**src/pci_map.svh**
```systemverilog
`ifndef PCI_MAP_SVH
`define PCI_MAP_SVH

// Word indices on the register bus (byte address = 4 * index)
`define PCI_IDX_DIR     4'h0
`define PCI_IDX_OUT     4'h1
`define PCI_IDX_LEVEL   4'h2
`define PCI_IDX_RISE    4'h3
`define PCI_IDX_FALL    4'h4
`define PCI_IDX_FLAG    4'h5
`define PCI_IDX_PULLUP  4'h6
`define PCI_IDX_PULLDN  4'h7
`define PCI_IDX_PADCTL  4'h8
`define PCI_IDX_SUMMARY 4'h9
`define PCI_IDX_IRQSTAT 4'hA
`define PCI_IDX_IRQCLR  4'hB
`define PCI_IDX_IRQEN   4'hC

// Field positions
`define PCI_BIT_MASTER  15
`define PCI_BIT_GLOBAL  3
`define PCI_BIT_SUMMARY 0

// Reset values and the all-ones mask
`define PCI_RST_DIR     16'hFFFF
`define PCI_RST_ZERO    16'h0000
`define PCI_ONES        16'hFFFF

`endif

```
**src/pci_pkg.sv**
```systemverilog
`default_nettype none
package pci_pkg;

   // Bus answer sequencer
   typedef enum logic {PCI_IDLE, PCI_ACK} pci_bus_state_t;

   // Pad controls that travel together to the I/O ring
   typedef struct packed {
      logic [15:0] oe;
      logic [15:0] out;
      logic [15:0] pull_up;
      logic [15:0] pull_dn;
   } pci_pad_t;

endpackage
`default_nettype wire

```
**src/pci_port.sv**
```systemverilog
`timescale 1ns/10ps
`default_nettype none
`include "pci_map.svh"
// Contract
// - Rise enable catches low-to-high change
// - Fall enable catches high-to-low change
// - Both enables give two separate events
// - Detect only when enabled and flag clear
// - Change seen even without running clock
// - Enabled edge sets pin change flag
// - Flag clears by zero, one keeps
// - Summary bit set when any flag set
// - Summary clears itself, holds no state
// - New edge during clear keeps flag
// - Separate pull-up and pull-down per pin
// - Direction one input, zero output
// - Port read returns current pin level
module pci_port #(
   parameter int N_PINS = 16
) (
   input  wire logic              clk,
   input  wire logic              rst,
   input  wire logic              ce,
   input  wire logic [3:0]        avs_address,
   input  wire logic              avs_read,
   input  wire logic              avs_write,
   input  wire logic [31:0]       avs_writedata,
   input  wire logic [3:0]        avs_byteenable,
   output logic      [31:0]       avs_readdata,
   output logic                   avs_waitrequest,
   input  wire logic [15:0]       pin_in,
   output pci_pkg::pci_pad_t      pad_ctl,
   output logic                   irq
);

   // Byte enables to a 16-bit lane mask
   function automatic logic [15:0] lane_mask(input logic [3:0] be);
      lane_mask = {{8{be[1]}}, {8{be[0]}}};
   endfunction

   // Merge write data into a register under the lane mask
   function automatic logic [15:0] merge(input logic [15:0] old,
                                         input logic [15:0] wd,
                                         input logic [15:0] m);
      merge = (old & ~m) | (wd & m);
   endfunction

   // Register lanes are 16 bits wide, so no other pin count fits
   if (N_PINS != 16) begin : g_bad_pins
      $error("pin count must be 16");
   end

   pci_pkg::pci_bus_state_t state_ff;
   pci_pkg::pci_bus_state_t nxt_state;
   pci_pkg::pci_pad_t       pad_ff;
   pci_pkg::pci_pad_t       nxt_pad;
   logic [15:0] dir_ff;
   logic [15:0] rise_ff;
   logic [15:0] fall_ff;
   logic [15:0] flag_ff;
   logic [15:0] prev_ff;
   logic        master_ff;
   logic        ien_ff;
   logic        ist_ff;
   logic        irq_ff;
   logic        wait_ff;
   logic [31:0] rdata_ff;
   logic [15:0] nxt_dir;
   logic [15:0] nxt_rise;
   logic [15:0] nxt_fall;
   logic [15:0] nxt_flag;
   logic        nxt_master;
   logic        nxt_ien;
   logic        nxt_ist;
   logic        nxt_irq;
   logic        nxt_wait;
   logic [31:0] nxt_rdata;

   // Bus decode: a write lands only at the edge where waitrequest is low
   wire         req     = avs_read | avs_write;
   wire         wr_go   = ce & (state_ff == pci_pkg::PCI_ACK) & avs_write;
   wire [15:0]  wmask   = lane_mask(avs_byteenable);
   wire [15:0]  wd      = avs_writedata[15:0];
   wire         hit_dir = wr_go & (avs_address == `PCI_IDX_DIR);
   wire         hit_out = wr_go & (avs_address == `PCI_IDX_OUT);
   wire         hit_ris = wr_go & (avs_address == `PCI_IDX_RISE);
   wire         hit_fal = wr_go & (avs_address == `PCI_IDX_FALL);
   wire         hit_flg = wr_go & (avs_address == `PCI_IDX_FLAG);
   wire         hit_pu  = wr_go & (avs_address == `PCI_IDX_PULLUP);
   wire         hit_pd  = wr_go & (avs_address == `PCI_IDX_PULLDN);
   wire         hit_pad = wr_go & (avs_address == `PCI_IDX_PADCTL);
   wire         hit_clr = wr_go & (avs_address == `PCI_IDX_IRQCLR);
   wire         hit_ien = wr_go & (avs_address == `PCI_IDX_IRQEN);

   // detection gate
   // Global enable, master enable and a clear interrupt flag together
   wire         gate_w  = ien_ff & master_ff & ~ist_ff;

   // compare with last seen level
   // Levels are compared with the last seen level, not a fixed clock
   // window, so a change made while ce is low still shows on wake-up.
   // rising edge hit
   wire [15:0]  rise_hit = rise_ff & pin_in & ~prev_ff;
   wire [15:0]  fall_hit = fall_ff & ~pin_in & prev_ff;
   wire [15:0]  evt      = (rise_hit | fall_hit) & {16{gate_w}};
   // Pins watching both edges; each change counts on its own
   wire [15:0]  both_hit = rise_ff & fall_ff & (pin_in ^ prev_ff);

   wire [15:0]  keep     = hit_flg ? (wd | ~wmask) : `PCI_ONES;
   assign nxt_flag = (flag_ff & keep) | evt;

   // no stored summary bit
   // Derived live from the flags so it can never go stale.
   wire         summary = |flag_ff;

   wire         ist_set = summary & master_ff;
   assign nxt_ist = (ist_ff & ~(hit_clr & wmask[`PCI_BIT_GLOBAL]
                                & wd[`PCI_BIT_GLOBAL])) | ist_set;
   assign nxt_ien = (hit_ien & wmask[`PCI_BIT_GLOBAL])
                    ? wd[`PCI_BIT_GLOBAL] : ien_ff;
   assign nxt_irq = nxt_ist & nxt_ien;

   // Plain control registers
   assign nxt_dir    = hit_dir ? merge(dir_ff, wd, wmask) : dir_ff;
   assign nxt_rise   = hit_ris ? merge(rise_ff, wd, wmask) : rise_ff;
   assign nxt_fall   = hit_fal ? merge(fall_ff, wd, wmask) : fall_ff;
   assign nxt_master = (hit_pad & wmask[`PCI_BIT_MASTER])
                       ? wd[`PCI_BIT_MASTER] : master_ff;

   assign nxt_pad.oe      = ~nxt_dir;
   assign nxt_pad.out     = hit_out ? merge(pad_ff.out, wd, wmask)
                                    : pad_ff.out;
   assign nxt_pad.pull_up = hit_pu ? merge(pad_ff.pull_up, wd, wmask)
                                   : pad_ff.pull_up;
   assign nxt_pad.pull_dn = hit_pd ? merge(pad_ff.pull_dn, wd, wmask)
                                   : pad_ff.pull_dn;

   // Read mux; unmapped words read as zero
   wire [15:0] rd16 =
      (avs_address == `PCI_IDX_DIR)     ? dir_ff :
      (avs_address == `PCI_IDX_OUT)     ? pad_ff.out :
      (avs_address == `PCI_IDX_LEVEL)   ? pin_in :
      (avs_address == `PCI_IDX_RISE)    ? rise_ff :
      (avs_address == `PCI_IDX_FALL)    ? fall_ff :
      (avs_address == `PCI_IDX_FLAG)    ? flag_ff :
      (avs_address == `PCI_IDX_PULLUP)  ? pad_ff.pull_up :
      (avs_address == `PCI_IDX_PULLDN)  ? pad_ff.pull_dn :
      (avs_address == `PCI_IDX_PADCTL)  ? {master_ff, 15'h0000} :
      (avs_address == `PCI_IDX_SUMMARY) ? {15'h0000, summary} :
      (avs_address == `PCI_IDX_IRQSTAT) ? {12'h000, ist_ff, 3'h0} :
      (avs_address == `PCI_IDX_IRQEN)   ? {12'h000, ien_ff, 3'h0} :
      `PCI_RST_ZERO;

   // Bus sequencer: one wait cycle, then a one-cycle answer
   always_comb begin
      nxt_state = state_ff;
      nxt_wait  = wait_ff;
      nxt_rdata = rdata_ff;
      case (state_ff)
         pci_pkg::PCI_IDLE: begin
            if (req) begin
               nxt_state = pci_pkg::PCI_ACK;
               nxt_wait  = 1'b0;
               nxt_rdata = avs_read ? {16'h0000, rd16} : 32'h0000_0000;
            end
         end
         pci_pkg::PCI_ACK: begin
            nxt_state = pci_pkg::PCI_IDLE;
            nxt_wait  = 1'b1;
         end
         default: begin
            nxt_state = pci_pkg::PCI_IDLE;
            nxt_wait  = 1'b1;
         end
      endcase
   end

   // Bus state; ce low freezes the answer in place
   always_ff @(posedge clk) begin
      if (rst) begin
         state_ff <= pci_pkg::PCI_IDLE;
         wait_ff  <= 1'b1;
         rdata_ff <= 32'h0000_0000;
      end else if (ce) begin
         state_ff <= nxt_state;
         wait_ff  <= nxt_wait;
         rdata_ff <= nxt_rdata;
      end
   end

   // Control registers
   always_ff @(posedge clk) begin
      if (rst) begin
         dir_ff    <= `PCI_RST_DIR;
         rise_ff   <= `PCI_RST_ZERO;
         fall_ff   <= `PCI_RST_ZERO;
         master_ff <= 1'b0;
         ien_ff    <= 1'b0;
         pad_ff    <= {~`PCI_RST_DIR, `PCI_RST_ZERO, `PCI_RST_ZERO,
                       `PCI_RST_ZERO};
      end else if (ce) begin
         dir_ff    <= nxt_dir;
         rise_ff   <= nxt_rise;
         fall_ff   <= nxt_fall;
         master_ff <= nxt_master;
         ien_ff    <= nxt_ien;
         pad_ff    <= nxt_pad;
      end
   end

   // Change detection state; prev starts at zero but takes the pin level
   // on the first enabled edge, before any rise enable can be written
   always_ff @(posedge clk) begin
      if (rst) begin
         prev_ff <= `PCI_RST_ZERO;
         flag_ff <= `PCI_RST_ZERO;
         ist_ff  <= 1'b0;
         irq_ff  <= 1'b0;
      end else if (ce) begin
         prev_ff <= pin_in;
         flag_ff <= nxt_flag;
         ist_ff  <= nxt_ist;
         irq_ff  <= nxt_irq;
      end
   end

   assign avs_readdata    = rdata_ff;
   assign avs_waitrequest = wait_ff;
   assign pad_ctl         = pad_ff;
   assign irq             = irq_ff;
endmodule
`default_nettype wire

```
**config.mk**
```make
export PLATFORM = sky130hd
export DESIGN_NAME = pci_port
export DESIGN_NICKNAME = d
export VERILOG_FILES = /design/src/pci_pkg.sv /design/src/pci_port.sv
export VERILOG_INCLUDE_DIRS = /design/src
export SDC_FILE = /design/constraint.sdc
export NUM_CORES = 1
export LEC_CHECK = 0
export ABC_AREA = 1
export BUFFER_PORTS_ARGS = -buffer_cell sky130_fd_sc_hd__buf_4
export CORE_UTILIZATION = 59
export DETAILED_ROUTE_END_ITERATION = 10
export PLACE_DENSITY_LB_ADDON = 0.25
export SLEW_MARGIN = 20
export SYNTH_ARGS = -nofsm -noshare
export SYNTH_HDL_FRONTEND = slang
export SYNTH_SLANG_ARGS = --single-unit
export TNS_END_PERCENT = 5
```
**constraint.sdc**
```tcl
create_clock -name clk -period 2.5 [get_ports clk]
set_clock_uncertainty 0.1 [all_clocks]
set_input_delay 0.125 -clock clk [delete_from_list [all_inputs] [get_ports clk]]
set_output_delay 0.125 -clock clk [all_outputs]
set_load 0.1 [all_outputs]
```
# Yosys cells after proc, flatten, opt, wreduce, memory -nomap -nowiden
# Cells that the tools add are included.
# op_classes
bitwise_logic	52
reduce_logical	10
n_mux	20
n_eq_ne	13
# op_table
cell	n
$and 16x16->16	13
$mux 16	12
$or 16x16->16	9
$not 16->16	4
$and 1x1->1	21
$eq 4x4->1 const B	5
$eq 4x3->1 const B	4
$reduce_or 16->1	1
$reduce_and 2->1	7
$mux 4	3
$eq 4x2->1 const B	2
$eq 4x1->1 const B	1
$logic_not 4->1	1
$pmux 1 s2	2
$mux 1	3
$not 1->1	3
$reduce_and 3->1	1
$ne 2x2->1 const B	1
$or 1x1->1	2
# totals
ff_bits	182
input_bits	61
out_inout_bits	98
wordCells	111

# Logic depth before layout (Yosys ltp)
# depth
ltp_word	14
depth_mapped	13

# Worst setup path before layout
# OpenSTA, ideal clock, no wires.
# synth_timing
kind	register -> register
start	reg with a tool-made name
end	reg rdata_ff[15], in the netlist avs_readdata[15]
arrival_time_ns	1.597
path_buffers	0
slack_ns	0.733
synth_period_minus_slack_ns	1.767
path_stages_with_launch	9
setup_time_ns	0.070
cell_sequence	dfxtp_1 inv_1 o211ai_1 o21ai_0 nand2_1 nand2_1 nand2_1 nand2_1 a21oi_1
# synth_lines
element	line_no	text
to (signal assigned)	pci_port.sv:187	rdata_ff <= nxt_rdata;
to (decl)	pci_port.sv:67	logic [31:0] rdata_ff;

==> flow_summary.yaml <==
clock_network:
  htree_levels: 4
  cts_max_path_buffers: 2
  root_buffer: "clkbuf_16"
  numCtsBuffers: 17
  cts_tree: "done"
  cts.reportedPaths.clkPinSlew_ns: 0.06
  post-cts-setup-buffer-count: 0
  clock_sinks: 166
  insertion_delay_ns: 0.44
critical_path:
  worstSetupPathType: "reg -> reg"
  reg2reg_depth: 5
  crit_fanout: 14
  regToRegSetupSlack_ns: 0.61
  end_kind: "flip-flop"
  regToRegStartpoint: "state_ff"
  start_kind: "flip-flop"
  crit_required_ns: 2.74
  cp.arrival_ns: 2.13
timing:
  fmax_ghz: 0.528
  setup_tns_ns: 0
  tightest_slew_ns: 1.04
  period_share_pct: 75.8
  grt_setup_unrepaired: "false"
  hold_viol: 0
  finalCriticalPeriod_ns: 1.89
  slew_violations: 0
  setup_viol: 0
  slew_headroom_pct: 30.4
logic_synthesis:
  avgSynthCellArea_sq_um: 7.22
  synthFlopType: "dfxtp_1"
  synth_cell_types: 34
  synth_edf_count: 0
  synthCells: 1063
  ys.warnings.count: 0
  yosys_register_bits: 166
  syn_area_sq_mm: 0.00768
  synthArstFlopShare_pct: 0
  synth-seq-area-share_pct: 43.3
floorplan:
  initial_core_util_pct: 60.6
  die_w_um: 116
  die_h_um: 116
  rows: 41
  dieArea_sq_mm: 0.0135
  fp.coreArea_sq_mm: 0.0127
  ios: 159
grt:
  antenna_found_initial: 0
  first_global_vias: 7299
  grt_pass1_wl_um: 34700
  grt_max_degree: 94
  grt_usage_pct: 33.8
  overflow: 0
detailed_routing:
  wl_um: 22100
  met2WireLength_um: 10800
  wl_met1_um: 8770
  firstDrtPassIters: 7
  routedWlPerCell_um: 16.0
  vias: 7952
  drc: 0
  routed.top_layer: "met4"
  drtIter0Drc: 634
  vias_per_cell: 5.75
  wl_met3_um: 1550
  ant_nets: 0
placement:
  dp.cells: 1319
  io_buffers: 124
  gp_congestion: 0.974
  post-dp-hpwl_um: 15100
layout:
  nFillCells: 1000
  antennaDiodeCount: 0
  nNetsFinal: 1260
  syn_to_final_growth_pct: 24.8
  layout.cells.non_filler: 1384
  multi_input_area_sq_mm: 0.00364
  post-route-util_pct: 75.6
  drive_above_1_share_pct: 16.6
  ff_latch_area_sq_mm: 0.00332
power_and_ir_drop:
  power_leakage_nw: 4.00
  switching_share_pct: 26.6
  p_int_mw: 4.46
  p_comb_share_pct: 11.9
  vdd_drop_max_mv: 0.544
  p_seq_share_pct: 44.7
  p_switching_mw: 1.61
  power_density_mw_per_mm2: 634
  p_clk_share_pct: 43.4
run_status:
  outcome: "complete, no violations"
min_path:
  min_from: "ce"
  holdPathStages: 3
  hp-class: "in -> reg"
  min_to: "pad_ctl[58]"
job:
  max_cap_viol_count: 0
[stage by stage]
| stage | cell area [sq um] | total power [mW] | hold WS [ns] | worst slack, ns |
|---|---|---|---|---|
| after floorplan | 7730 | 3.26 | 0.160 | 0.733 |
| after global placement | 8660 | 3.44 | 0.281 | 0.534 |
| after detailed placement | 8660 | 3.44 | 0.292 | 0.510 |
| after CTS | 9580 | 6.07 | 0.0374 | 0.618 |
| after global routing | 9580 | 6.25 | 0.0633 | 0.406 |
| final | 9580 | 6.08 | 0.0440 | 0.606 |
[metal layers]
metal	GRT usage, %	vias to the layer above
met4	18.5	0
met2	57.5	376
met5	0	-
met3	7.74	94
met1	39.6	3675
li1	-	3807
[power by group through the flow]
| stage | clock network (mW) | logic [mW] | registers, mW |
|---|---|---|---|
| after global placement | 0 | 0.665 | 2.77 |
| after floorplan | 0 | 0.358 | 2.91 |
| final | 2.64 | 0.726 | 2.71 |
| after CTS | 2.64 | 0.716 | 2.71 |
| after global routing | 2.76 | 0.771 | 2.72 |
| after detailed placement | 0 | 0.672 | 2.77 |
[cell usage in the layout, fill, tap and decap left out, types with 3 or more instances in the layout]
| master | n |
|---|---|
| nand3_1 | 38 |
| clkbuf_8 | 5 |
| dlygate4sd3_1 | 33 |
| a221oi_1 | 32 |
| clkbuf_16 | 17 |
| or2_1 | 14 |
| nor2_1 | 90 |
| clkinv_2 | 8 |
| a21oi_1 | 120 |
| o21ai_0 | 124 |
| nand4_1 | 7 |
| a211oi_1 | 16 |
| nor2_2 | 3 |
| nor4_1 | 8 |
| conb_1 | 16 |
| nor2_4 | 8 |
| nand2_2 | 3 |
| inv_1 | 99 |
| buf_4 | 140 |
| clkinv_1 | 4 |
| nand3b_1 | 8 |
| o21bai_1 | 4 |
| dfxtp_1 | 166 |
| o21ai_1 | 3 |
| or2_2 | 4 |
| inv_2 | 5 |
| nand2_1 | 212 |
| o22ai_1 | 13 |
[worst max path at each step]
stage	start	to	slack [ns]	depth (start not counted)
final	state_ff	flip-flop	0.61	5
after global routing	state_ff	flip-flop	0.41	5
after CTS	state_ff	flip-flop	0.62	5
after detailed placement	avs_address[1]	dir_ff[1]	0.51	8
after global placement	avs_address[2]	dir_ff[5]	0.53	8
after floorplan	flip-flop	avs_readdata[15]	0.73	8
[final cells by class]
type,instances,area share [%]
well taps,172,2.25
clock inverters,10,1.04
flip-flops and latches,166,34.7
multi-input cells,732,38.0
inverters,108,4.23
repair buffers,174,14.6
clock buffers,22,5.16
[synth_stat cells (all sizes together), types with 7 or more instances]
cell | n | share of area, %
nand2 | 215 | 11
buf | 34 | 2.8
nor4 | 8 | 0.65
clkbuf | 38 | 1.9
dfxtp | 166 | 43
a221oi | 32 | 3.7
nand4 | 7 | 0.57
o22ai | 13 | 1.1
inv | 104 | 5.1
nand3b | 8 | 0.78
nand3 | 39 | 2.7
nor2 | 103 | 6.3
a21oi | 120 | 7.8
o21ai | 127 | 8.3
or2 | 18 | 1.5
a211oi | 16 | 1.6
[worst max-delay path, stage by stage (launching register included)]
cell and delay (ns):
dfxtp_1 0.42, nand3_4 0.14, buf_4 0.27, nor2_2 0.37, nand2_2 0.21, a221oi_1 0.28
[cell families (layout without fill, tap and decap cells)]
kind of cell	count (synthesis)	in the layout	synth area share (%)
and+or+nand+nor	400	400	23.5
AOI/OAI and AO/OA	316	316	23.2
buffers and inverters	180	314	9.98
DFF	166	166	43.3
other	1	16	0.0489
[repair_timing]
action	in CTS	in global routing
gates resized for setup	0	0
hold buffers	33	0
endpoints found under the hold margin	81	0
(Power assumes the default switching activity.)
